--- config.mk ---
export PLATFORM = sky130hd
export DESIGN_NAME = sct_clock_control
export DESIGN_NICKNAME = d
export VERILOG_FILES = /design/src/hw/sct_pkg.sv /design/src/hw/sct_clock_control.sv /design/src/hw/sct_prescaler.sv /design/src/hw/sct_unlock_window.sv
export VERILOG_INCLUDE_DIRS = /design/src /design/src/hw
export SDC_FILE = /design/constraint.sdc
export NUM_CORES = 1
export LEC_CHECK = 0
export ABC_CLOCK_PERIOD_IN_PS = 4200
export BUFFER_PORTS_ARGS = -buffer_cell sky130_fd_sc_hd__buf_4
export CORE_AREA = 8 8 128 101
export CTS_BUF_LIST = sky130_fd_sc_hd__clkbuf_4
export DETAILED_ROUTE_END_ITERATION = 12
export DIE_AREA = 0 0 136 109
export GPL_ROUTABILITY_DRIVEN = 0
export PLACE_DENSITY_LB_ADDON = 0.12
export SYNTH_ARGS = -nofsm -noshare
export SYNTH_HDL_FRONTEND = slang
export SYNTH_SLANG_ARGS = --single-unit
--- constraint.sdc ---
create_clock -name clock -period 4.2 [get_ports clock]
set_input_delay 0.42 -clock clock [delete_from_list [all_inputs] [get_ports clock]]
set_output_delay 0.42 -clock clock [all_outputs]
set_load 0.005 [all_outputs]
--- src/hw/sct_params.svh ---
// Constants for the system clock prescaler and oscillator trim block.
// Assumes a single 100 MHz master clock and an 8-bit register port.
`ifndef SCT_PARAMS_SVH
`define SCT_PARAMS_SVH

`define SCT_ADDR_DIV_CTRL     8'h26
`define SCT_ADDR_OSC_TRIM     8'h27
`define SCT_UNLOCK_BIT        7
`define SCT_RANGE_BIT         7
`define SCT_RES_MSB           6
`define SCT_RES_LSB           4
`define SCT_SELECT_MSB        3
`define SCT_SELECT_LSB        0
`define SCT_DIV_RESET_PLAIN   4'h0
`define SCT_DIV_RESET_EIGHT   4'h3
`define SCT_DIV_MAX_CODE      4'h8
`define SCT_TRIM_RESET        8'h00
`define SCT_UNLOCK_LAST       3'h3
`define SCT_STRAP_SETTLE      2'h3
`define SCT_CLOCK_PERIOD_NS   10
`define SCT_NVM_WRITE_TIME_NS 3400000

`endif

--- src/hw/sct_pkg.sv ---
// Types shared by the prescaler and trim block.
// Constants live in sct_params.svh.
package sct_pkg;

    typedef enum logic [0:0] {
        UNLOCK_CLOSED,
        UNLOCK_OPEN
    } sct_unlock_state_type;

    typedef enum logic [1:0] {
        STRAP_SETTLE,
        STRAP_LOAD,
        STRAP_RUN
    } sct_strap_state_type;

    typedef enum logic [0:0] {
        NVM_IDLE,
        NVM_BUSY
    } sct_nvm_state_type;

endpackage

--- src/hw/sct_clock_control.sv ---
// Top of the system clock prescaler and oscillator trim block.
// Holds the trim and divide control registers behind a plain
// address/strobe port, loads strap values after reset, and produces
// the system clock enable that the CPU and peripherals run on.
// Assumes fuse and factory trim inputs are static pins from outside the
// clock domain, and that software holds strobes for one cycle each.
`timescale 1ns/1ps
`default_nettype none
`include "sct_params.svh"

// Operation
// - Factory trim loaded after reset automatically
// - Software trim write takes effect immediately
// - Top trim bit selects oscillator range
// - Low seven bits tune within range
// - Write timing scales with trim setting
// - Divide control at 0x26, bits 6:4 zero
// - Unlock only by bit 7 alone written
// - Unlock clears after four ticks or select
// - Unlock rewrite neither extends nor clears
// - Select changes only inside open window
// - Codes 0..8 divide by 1 to 256
// - Divided clock drives CPU and peripherals
// - Fuse picks reset code 0000 or 0011
// - Any code writable regardless of fuse
// - Legacy mode bypasses prescaler entirely
// - No glitch or faster intermediate frequency
// - New rate within old plus new period
module sct_clock_control #(
    parameter int NVM_WRITE_CYCLES = `SCT_NVM_WRITE_TIME_NS / `SCT_CLOCK_PERIOD_NS
) (
    input  wire logic       clock,
    input  wire logic       rst,
    input  wire logic [7:0] regAddr,
    input  wire logic [7:0] regWrData,
    input  wire logic       regWrite,
    input  wire logic       regRead,
    output logic [7:0]      regRdData,
    input  wire logic [7:0] factoryTrim,
    input  wire logic       startDivEightFuse,
    input  wire logic       legacyModeFuse,
    input  wire logic       nvmWriteStart,
    output logic            nvmWriteBusy,
    output logic [7:0]      oscillatorTrim,
    output logic            rangeSelectBit,
    output logic [6:0]      fineTrimBits,
    output logic            sysClockTick,
    output logic [3:0]      activeDivSelect,
    output logic            divSwitching,
    output logic            unlockOpen,
    output logic            strapReady
);

    // Pin synchronisers
    logic [7:0] trimSyncA;
    logic [7:0] trimSyncB;
    logic       divFuseSyncA;
    logic       divFuseSyncB;
    logic       legacySyncA;
    logic       legacySyncB;

    always_ff @(posedge clock or posedge rst) begin
        if (rst) begin
            trimSyncA    <= 8'h00;
            trimSyncB    <= 8'h00;
            divFuseSyncA <= 1'b0;
            divFuseSyncB <= 1'b0;
            legacySyncA  <= 1'b0;
            legacySyncB  <= 1'b0;
        end else begin
            trimSyncA    <= factoryTrim;
            trimSyncB    <= trimSyncA;
            divFuseSyncA <= startDivEightFuse;
            divFuseSyncB <= divFuseSyncA;
            legacySyncA  <= legacyModeFuse;
            legacySyncB  <= legacySyncA;
        end
    end

    // Strap capture after reset release
    sct_pkg::sct_strap_state_type strapState;
    logic [1:0]                   settleCount;
    logic                         legacyMode;
    logic                         strapLoad;
    logic [3:0]                   fuseDivCode;

    assign strapLoad   = (strapState == sct_pkg::STRAP_LOAD);
    assign strapReady  = (strapState == sct_pkg::STRAP_RUN);
    // Fuse chooses the reset divide code
    assign fuseDivCode = divFuseSyncB ? `SCT_DIV_RESET_EIGHT : `SCT_DIV_RESET_PLAIN;

    // Straps need the synchroniser to fill before they are trusted
    always_ff @(posedge clock or posedge rst) begin
        if (rst) begin
            strapState  <= sct_pkg::STRAP_SETTLE;
            settleCount <= 2'h0;
            legacyMode  <= 1'b0;
        end else begin
            case (strapState)
                sct_pkg::STRAP_SETTLE: begin
                    settleCount <= settleCount + 2'h1;
                    if (settleCount == `SCT_STRAP_SETTLE) begin
                        strapState <= sct_pkg::STRAP_LOAD;
                    end
                end
                sct_pkg::STRAP_LOAD: begin
                    legacyMode <= legacySyncB;
                    strapState <= sct_pkg::STRAP_RUN;
                end
                sct_pkg::STRAP_RUN: begin
                    strapState <= sct_pkg::STRAP_RUN;
                end
                default: begin
                    strapState <= sct_pkg::STRAP_SETTLE;
                end
            endcase
        end
    end

    // Register decode
    logic       hitDivCtrl;
    logic       hitTrim;
    logic       writeDivCtrl;
    logic       writeTrim;
    logic       unlockPattern;
    logic       unlockWrite;
    logic       selectWrite;
    logic [3:0] writeSelect;
    logic       selectLegal;

    function automatic logic code_is_legal(input logic [3:0] code);
        code_is_legal = (code <= `SCT_DIV_MAX_CODE);
    endfunction

    assign hitDivCtrl    = (regAddr == `SCT_ADDR_DIV_CTRL);
    assign hitTrim       = (regAddr == `SCT_ADDR_OSC_TRIM);
    // Writes before the straps settle would be overwritten anyway
    assign writeDivCtrl  = regWrite & hitDivCtrl & strapReady;
    assign writeTrim     = regWrite & hitTrim & strapReady;
    assign writeSelect   = regWrData[`SCT_SELECT_MSB:`SCT_SELECT_LSB];
    // Unlock bit alone, every other bit zero
    assign unlockPattern = (regWrData == (8'h01 << `SCT_UNLOCK_BIT));
    assign unlockWrite   = writeDivCtrl & unlockPattern & ~legacyMode;
    // Select write needs bit 7 low and an open window
    assign selectWrite   = writeDivCtrl & ~regWrData[`SCT_UNLOCK_BIT]
                         & unlockOpen & ~legacyMode;
    // Reserved codes are stored but never reach the divider
    assign selectLegal   = code_is_legal(writeSelect);

    // Unlock window
    sct_unlock_window u_unlock (
        .clock       (clock),
        .rst         (rst),
        .tick        (sysClockTick),
        .unlockWrite (unlockWrite),
        .selectWrite (selectWrite),
        .windowOpen  (unlockOpen)
    );

    // Divide select register
    logic [3:0] divSelect;

    always_ff @(posedge clock or posedge rst) begin
        if (rst) begin
            divSelect <= `SCT_DIV_RESET_PLAIN;
        end else if (strapLoad) begin
            divSelect <= fuseDivCode;
        // Any code accepted whatever the fuse
        end else if (selectWrite) begin
            divSelect <= writeSelect;
        end
    end

    // Prescaler
    logic prescalerRequest;

    assign prescalerRequest = selectWrite & selectLegal;

    // Tick is the enable for CPU and peripherals
    sct_prescaler u_prescaler (
        .clock       (clock),
        .rst         (rst),
        .init        (strapLoad),
        .initCode    (fuseDivCode),
        .request     (prescalerRequest),
        .requestCode (writeSelect),
        .bypass      (legacyMode),
        .tick        (sysClockTick),
        .activeCode  (activeDivSelect),
        .switching   (divSwitching)
    );

    // Oscillator trim register
    always_ff @(posedge clock or posedge rst) begin
        if (rst) begin
            oscillatorTrim <= `SCT_TRIM_RESET;
        // Factory value taken once straps are stable
        end else if (strapLoad) begin
            oscillatorTrim <= trimSyncB;
        // Software write drives oscillator at once
        end else if (writeTrim) begin
            oscillatorTrim <= regWrData;
        end
    end

    assign rangeSelectBit = oscillatorTrim[`SCT_RANGE_BIT];
    // Fine tune bits to the oscillator
    assign fineTrimBits   = oscillatorTrim[`SCT_RANGE_BIT-1:0];

    // Nonvolatile write timer on raw oscillator cycles
    sct_pkg::sct_nvm_state_type nvmState;
    logic [31:0]                nvmCount;

    assign nvmWriteBusy = (nvmState == sct_pkg::NVM_BUSY);

    // Counts oscillator cycles, so duration follows trim
    always_ff @(posedge clock or posedge rst) begin
        if (rst) begin
            nvmState <= sct_pkg::NVM_IDLE;
            nvmCount <= 32'h0;
        end else begin
            case (nvmState)
                sct_pkg::NVM_IDLE: begin
                    nvmCount <= 32'h0;
                    if (nvmWriteStart) begin
                        nvmState <= sct_pkg::NVM_BUSY;
                    end
                end
                sct_pkg::NVM_BUSY: begin
                    nvmCount <= nvmCount + 32'h1;
                    if (nvmCount >= 32'(NVM_WRITE_CYCLES - 1)) begin
                        nvmState <= sct_pkg::NVM_IDLE;
                    end
                end
                default: begin
                    nvmState <= sct_pkg::NVM_IDLE;
                end
            endcase
        end
    end

    // Read path
    logic [7:0] divCtrlView;
    logic [7:0] readMux;

    // Reserved bits read zero, writes ignored
    assign divCtrlView = {unlockOpen, 3'h0, divSelect};
    assign readMux     = hitDivCtrl ? divCtrlView :
                         hitTrim    ? oscillatorTrim : 8'h00;

    // Read data stand only in the cycle after the strobe
    always_ff @(posedge clock or posedge rst) begin
        if (rst) begin
            regRdData <= 8'h00;
        end else if (regRead) begin
            regRdData <= readMux;
        end else begin
            regRdData <= 8'h00;
        end
    end

endmodule
`default_nettype wire

--- src/hw/sct_prescaler.sv ---
// Glitch-free power-of-two system clock prescaler.
// Assumes requests come from the register logic on the same master clock.
`timescale 1ns/1ps
`default_nettype none
`include "sct_params.svh"

module sct_prescaler (
    input  wire logic       clock,
    input  wire logic       rst,
    input  wire logic       init,
    input  wire logic [3:0] initCode,
    input  wire logic       request,
    input  wire logic [3:0] requestCode,
    input  wire logic       bypass,
    output logic            tick,
    output logic [3:0]      activeCode,
    output logic            switching
);

    logic [7:0] divCount;
    logic [3:0] pendingCode;
    logic       pending;
    logic [7:0] divMask;
    logic       applyNow;

    function automatic logic [7:0] mask_of(input logic [3:0] code);
        logic [8:0] full;
        full    = 9'h001 << code;
        mask_of = 8'(full - 9'h001);
    endfunction

    assign divMask   = mask_of(activeCode);
    assign tick      = bypass | ((divCount & divMask) == divMask);
    assign switching = pending;
    // Switch only on an old-period boundary
    assign applyNow  = pending & tick & ~bypass;

    always_ff @(posedge clock or posedge rst) begin
        if (rst) begin
            divCount    <= 8'h00;
            activeCode  <= `SCT_DIV_RESET_PLAIN;
            pendingCode <= `SCT_DIV_RESET_PLAIN;
            pending     <= 1'b0;
        end else if (init) begin
            divCount   <= 8'h00;
            activeCode <= initCode;
            pending    <= 1'b0;
        end else begin
            // Old period ends, new one starts from zero
            if (applyNow) begin
                activeCode <= pendingCode;
                divCount   <= 8'h00;
                pending    <= 1'b0;
            end else begin
                divCount <= divCount + 8'h01;
            end
            if (request) begin
                pendingCode <= requestCode;
                pending     <= 1'b1;
            end
        end
    end

endmodule
`default_nettype wire

--- src/hw/sct_unlock_window.sv ---
// Unlock window for divide select changes.
// Assumes tick is the one-cycle system clock enable from the prescaler.
`timescale 1ns/1ps
`default_nettype none
`include "sct_params.svh"

module sct_unlock_window (
    input  wire logic clock,
    input  wire logic rst,
    input  wire logic tick,
    input  wire logic unlockWrite,
    input  wire logic selectWrite,
    output logic      windowOpen
);

    sct_pkg::sct_unlock_state_type state;
    logic [2:0]                    tickCount;

    assign windowOpen = (state == sct_pkg::UNLOCK_OPEN);

    always_ff @(posedge clock or posedge rst) begin
        if (rst) begin
            state     <= sct_pkg::UNLOCK_CLOSED;
            tickCount <= 3'h0;
        end else begin
            case (state)
                sct_pkg::UNLOCK_CLOSED: begin
                    tickCount <= 3'h0;
                    if (unlockWrite) begin
                        state <= sct_pkg::UNLOCK_OPEN;
                    end
                end
                sct_pkg::UNLOCK_OPEN: begin
                    if (selectWrite) begin
                        state <= sct_pkg::UNLOCK_CLOSED;
                    end else if (tick) begin
                        if (tickCount == `SCT_UNLOCK_LAST) begin
                            state <= sct_pkg::UNLOCK_CLOSED;
                        end
                        tickCount <= tickCount + 3'h1;
                    end
                end
                default: begin
                    state <= sct_pkg::UNLOCK_CLOSED;
                end
            endcase
        end
    end

endmodule
`default_nettype wire

# After elaboration in Yosys (flattened, before gate mapping)
# Cells that the tools add are included.
dict set report op_classes {
  addsub 5
  magnitude_cmp 2
  eq_ne 11
  shifts 1
  n_mux 29
  bitwise_logic 19
  reduce_logical 8
}
# op n
set op_table {}
lappend op_table {{32-bit one-hot mux with 2 select lines} 1}
lappend op_table {{8-bit 2-to-1 mux} 7}
lappend op_table {{32-bit by 1-bit adder with 32-bit output (second input constant)} 1}
lappend op_table {{32-bit by 19-bit greater-or-equal comparator with 1-bit output (second input constant)} 1}
lappend op_table {{8-bit by 6-bit equality test with 1-bit output (second input constant)} 2}
lappend op_table {{4-bit 2-to-1 mux} 4}
lappend op_table {{1-bit AND} 12}
lappend op_table {{1-bit 2-to-1 mux} 9}
lappend op_table {{8-bit by 1-bit adder with 8-bit output (second input constant)} 1}
lappend op_table {{8-bit AND} 1}
lappend op_table {{8-bit equality test} 1}
lappend op_table {{8-bit equality test (second input constant)} 1}
lappend op_table {{1-bit by 4-bit left shift with 8-bit output (first input constant)} 1}
lappend op_table {{8-bit by 1-bit subtractor with 8-bit output (second input constant)} 1}
lappend op_table {{3-bit 2-to-1 mux} 2}
lappend op_table {{3-bit one-hot mux with 2 select lines} 1}
lappend op_table {{2-bit nonzero test} 3}
lappend op_table {{1-bit NOT} 5}
lappend op_table {{2-bit equality test (second input constant)} 2}
lappend op_table {{4-bit less-or-equal comparator (second input constant)} 1}
lappend op_table {{2-bit 2-to-1 mux} 2}
lappend op_table {{2-bit inequality test (second input constant)} 2}
lappend op_table {{1-bit one-hot mux with 2 select lines} 2}
lappend op_table {{2-bit one-hot mux with 2 select lines} 1}
lappend op_table {{10 further kinds} 11}
dict set report word_totals {
  regBits 99
  input_bits 31
  output_inout_bits 33
  elab_cells 95
}

# Logic depth before layout (Yosys ltp)
dict set report logic_depth {
  word_depth 10
  ltp_mapped 8
  mapped_depth_nobuf 8
}

# Cells and area by module
# From an unflattened synthesis, not the netlist that was laid out.
dict set report unflattened {
  cells_unflattened 432
  hier_area_um2 4749.6
}
# module n_inst cells_each area_per_inst_um2 seq_area_each_um2
set modules_own_cells {}
lappend modules_own_cells {sct_clock_control 1 321 3527.1 1951.9}
lappend modules_own_cells {sct_prescaler 1 92 1001.0 425.4}
lappend modules_own_cells {sct_unlock_window 1 19 221.5 100.1}

# Worst setup path after synthesis
# OpenSTA, ideal clock, no wires.
dict set report synth_path {
  path_kind {register to output}
  from {register u_prescaler.activeCode[2]}
  to {output port sysClockTick}
  arrival_ps 2406
  t_required_ps 3780
  path_slack_ps 1374
  stages_incl_launch_ff 8
  n_path_buf 0
  path_cell_list {dfrtp_1 -> or2_2 -> or3b_2 -> ha_1 -> or3_1 -> a211o_1 -> and2_1 -> a21o_1}
}
dict set report synth_via {
  elab_chain_cells 5
}
# element line_no
set synth_lines {}
lappend synth_lines {{start, declared} sct_prescaler.sv:16} ;# output logic [3:0] activeCode,
lappend synth_lines {{start signal, assigned} sct_prescaler.sv:41} ;# activeCode <= `SCT_DIV_RESET_PLAIN;
lappend synth_lines {{start signal, assigned} sct_prescaler.sv:46} ;# activeCode <= initCode;
lappend synth_lines {{start signal, assigned} sct_prescaler.sv:51} ;# activeCode <= pendingCode;
lappend synth_lines {{1-bit by 4-bit left shift with 8-bit output *} sct_prescaler.sv:28} ;# full = 9'h001 << code;
lappend synth_lines {{8-bit by 1-bit subtractor with 8-bit output *} sct_prescaler.sv:29} ;# mask_of = 8'(full - 9'h001);
lappend synth_lines {{8-bit AND} sct_prescaler.sv:33} ;# assign tick = bypass | ((divCount & divMask) == divMask);
lappend synth_lines {{8-bit equality test *} sct_prescaler.sv:33}
lappend synth_lines {{1-bit bitwise OR *} sct_prescaler.sv:33}
lappend synth_lines {{end, declared} sct_clock_control.sv:47} ;# output logic sysClockTick,
# Mark *: on every way between the ends. The rest lies on a longest branch, timed or not.

# Final worst setup path
dict set report layout_path {
  from {register u_prescaler.activeCode[3]}
  to {output port sysClockTick}
}
# Same word-level chain as after synthesis.

==> summary.txt <==
Synthesis
  • Async set-reset flop share out of synthesis: 1.00
  • Number of flops mapped to enable cells by yosys: 0
  • Register bit total from synthesis: 99
  • Cell with the most instances after synthesis: sky130_fd_sc_hd__dfrtp_1
  • Sequential share of the synthesized area: 0.545
  • Synth cell count leaders: sky130_fd_sc_hd__dfrtp_1 (99), sky130_fd_sc_hd__nor2_1 (48), sky130_fd_sc_hd__nand2_1 (31), sky130_fd_sc_hd__o21ai_0 (22), sky130_fd_sc_hd__mux2i_1 (20)
  • Most used DFF post-synth: sky130_fd_sc_hd__dfrtp_1
  • Area share of the largest cell type after synthesis: 0.545
  • Largest cells by area after synthesis: sky130_fd_sc_hd__dfrtp_1 (55%), sky130_fd_sc_hd__mux2i_1 (4.4%), sky130_fd_sc_hd__nor2_1 (4.0%)
  • Yosys Warn Count: 0
  • Mapped Area: between 0.004 and 0.005 mm2
  • Post-Synthesis Net Count: 464
  • Cells after synthesis: between 400 and 500
  • Count of different cell masters after synthesis: 51
  • Cell type with the largest total area after synthesis: sky130_fd_sc_hd__dfrtp_1
  • Mean instance size in the synthesized netlist: 10.7 um2

Setup path
  • Crit path buffers/inverters: 1
  • Largest delay share family, worst path: simple AND/OR/NAND/NOR gates
  • Critical Path Start Type: register
  • Kind of end point of the critical path: primary output
  • Max Fanout on Critical Path: 10
  • Kind of critical path: register to primary output
  • Data required time of the critical path: between 3 and 4 ns
  • Peak per-stage delay on the critical path: 0.50 ns
  • Worst-path cell chain: or2_2 > or3b_2 > ha_1 > or3_1 > a211o_1 > and2_1 > a21o_1 > buf_4
  • Cell type of the slowest stage on the worst timing path: sky130_fd_sc_hd__dfrtp_1
  • CP arrival: about 3.1 ns

Routing
  • DR vias/cell: ~5.1
  • Detailed-routing iteration count for the pre-antenna-repair pass: 4
  • Mean routed wirelength per cell: 15.6 um
  • Post-DRT Antenna Nets: 0
  • Detailed-route wire length: ~9800 um
  • Via total after detailed routing: ~3200
  • Initial detailed-routing violation count: about 190
  • Total DRC errors in the routed layout: 0

Power and ir drop
  • Int Power: 0.00138 W
  • Switch Pwr: approximately 0.00043 W
  • Net switching fraction of the power: 0.237
  • Clk network pwr share: 0.341
  • Sequential Power Share: 0.567
  • Power density over the cells: around 340 mW/mm2
  • Max rail drop VDD: 0.155 mV
  • Combinational power share: 0.092
  • Static Leak: 2.43 nW

STA
  • Worst slew margin relative to its limit: 0.413
  • Slew at the pin closest to its max-slew limit: 0.880 ns
  • Tcrit/Tclk final: 0.846
  • Highest Clock Rate: between 200 and 300 MHz
  • Clock skew after layout: between 0.015 and 0.02 ns
  • Worst Hold Slack: approximately 0.066 ns
  • Number of pins with negative max-slew slack in the final report: 0
  • Final number of setup-violating endpoints: 0
  • Clock period minus final worst setup slack: between 3 and 4 ns
  • Total Negative Setup Slacks: 0 ns
  • Final Hold Violating Endpoints: 0
  • Unrepaired setup endpoints after global routing: false

Clock tree
  • CTS max path bufs: 2
  • Number of hold buffers added after cts: 0
  • Clock tree from TritonCTS: built
  • Clock slew at reported path FFs: 0.16 ns
  • Setup fix buffers added after clock tree synthesis: 0
  • Number of clock buffers inserted by TritonCTS: 9
  • Count of cells resized by post-cts repair: 0
  • Clock latency at the later pin of the worst-skew pair: approximately 0.44 ns
  • H-tree levels: 3
  • Root cell of the clock tree: sky130_fd_sc_hd__clkbuf_4
  • CTS sink count: 99

Global route
  • Overflow after GRT: 0
  • Layer with the highest usage: met2
  • Number of global-route vias before repair: ~3200
  • Number of antenna violations at the first check in global routing: 0
  • Pin count of the biggest net entering global routing: 72
  • Total GRT Usage: 0.136
  • Routing usage on met2: 0.198
  • Met3 track utilization from global routing: 0.0405
  • Met1 layer usage reported by global route: 0.193
  • First-pass GRT wire length: 16200 um

Final layout
  • Proportion of layout cells with a drive suffix above 1: 0.202
  • Area taken by flip-flops and latches: about 0.0025 mm2
  • Net count of the finished layout: approximately 520
  • Multi-input gate area in the final layout: ~0.0019 mm2
  • Count of antenna diodes in the layout: 0
  • Signed area change from the synthesized netlist to the final layout: 16.5%
  • Number of filler instances in the final layout: between 1000 and 1500

Floorplanning
  • Starting utilization of the core area: 0.411
  • I/O Pins: 64
  • Die Width: around 140 um
  • Die ar.: 0.0148 mm2
  • Core region area: around 0.011 mm2
  • Die height: ~110 um
  • Number of placement rows: 34

Placement
  • Final HPWL DP: about 7000 um
  • Buffers on Ports: 63

Run
  • Number of violations of the max-capacitance limit: 0

Min path
  • Hold crit path type: input port to register

Run status
  • Result of the run: finished clean
[worst paths after layout]
| check | from | endpoint | slack [ns] | cells after the start |
|---|---|---|---|---|
| max | u_prescaler.activeCode[3]$_DFFE_PP0P_ | sysClockTick | 0.65 | 8 |
| min | factoryTrim[2] | trimSyncA[2]$_DFF_PP0_ | 0.07 | 1 |
| min reg2reg | legacySyncA$_DFF_PP0_ | legacySyncB$_DFF_PP0_ | 0.37 | 0 |
| max reg2reg | u_prescaler.activeCode[3]$_DFFE_PP0P_ | u_prescaler.divCount[2]$_DFF_PP0_ | 1.32 | 8 |
| max in group asynchronous | rst | trimSyncA[6]$_DFF_PP0_ | 3.14 | 3 |
| min in group asynchronous | rst | trimSyncA[0]$_DFF_PP0_ | 0.15 | 2 |
[metal layers]
layer  vias up  routed length, um
met3         4                621
met5         -                  0
met2        61               4230
met1      1572               4870
li1       1565                  -
met4         0                 71
[sequential cells by signal, summed over array words and instances (netlist names), 2 cells and up]
signal	cells
u_prescaler.activeCode	4
regRdData	8
strapState	2
trimSyncB	8
u_prescaler.divCount	8
divSelect	4
trimSyncA	8
u_unlock.tickCount	3
u_prescaler.pendingCode	4
oscillatorTrim	8
nvmCount	32
settleCount	2
[placed cells by master (no fill, tap or decap), drive strengths merged, types with 5 or more instances in the layout]
cell type	n
a21oi	12
and2	5
and3	8
buf	65
clkbuf	9
dfrtp	99
ha	10
inv	16
mux2	6
mux2i	20
nand2	31
nand3	18
nand4	9
nor2	48
nor3	8
nor4	10
o21ai	24
or2	6
or3	11
xnor2	18
xor2	13
[logic make-up (layout without fill, tap and decap cells)]
logic type / count (synthesis) / after routing / share of synthesized area
DFF: 99 / 99 / 0.545
muxes: 26 / 26 / 0.0590
buffers and inverters: 35 / 97 / 0.0361
AOI/OAI and AO/OA: 51 / 51 / 0.0752
xor gates and xnor gates: 31 / 31 / 0.0598
adders and majority gates: 10 / 10 / 0.0275
and+or+nand+nor: 171 / 171 / 0.197
[power groups by stage]
stage	Clock, W	Sequential [W]	Combinational (W)
finish	0.000616	0.00102	0.000167
global route	0.000677	0.00103	0.000191
CTS	0.000645	0.00103	0.000172
detailed placement	0	0.00104	0.000172
global placement	0	0.00104	0.000166
floorplan	0	0.00103	0.000110
[metrics by stage]
| stage | area, um2 | power [W] | utilization | cells | setup WS (ns) |
|---|---|---|---|---|---|
| CTS | 5290 | 0.00184 | 0.479 | 629 | 0.593 |
| global route | 5290 | 0.00190 | 0.479 | 629 | 0.462 |
| floorplan | 4540 | 0.00114 | - | 423 | 1.19 |
| global placement | 5110 | 0.00121 | 0.462 | 613 | 1.18 |
| finish | 5290 | 0.00181 | 0.479 | 629 | 0.649 |
| detailed placement | 5110 | 0.00121 | 0.462 | 613 | 1.14 |
[worst reg2reg max path, delay by kind of cell, from the launching register on]
kind / cells / cell delay, ns
adders and majority gates: 1 / 0.30
DFF: 1 / 0.50
AOI/OAI and AO/OA: 3 / 1.00
and+or+nand+nor: 4 / 0.99
[layout make-up]
class | count | area share
clock buffers | 9 | 0.0128
multi-input cells | 289 | 0.359
clock inverters | 7 | 0.0220
well taps | 144 | 0.0340
flip-flops and latches | 99 | 0.468
inverters | 16 | 0.0118
repair buffers | 65 | 0.0922
(Power assumes the default switching activity.)
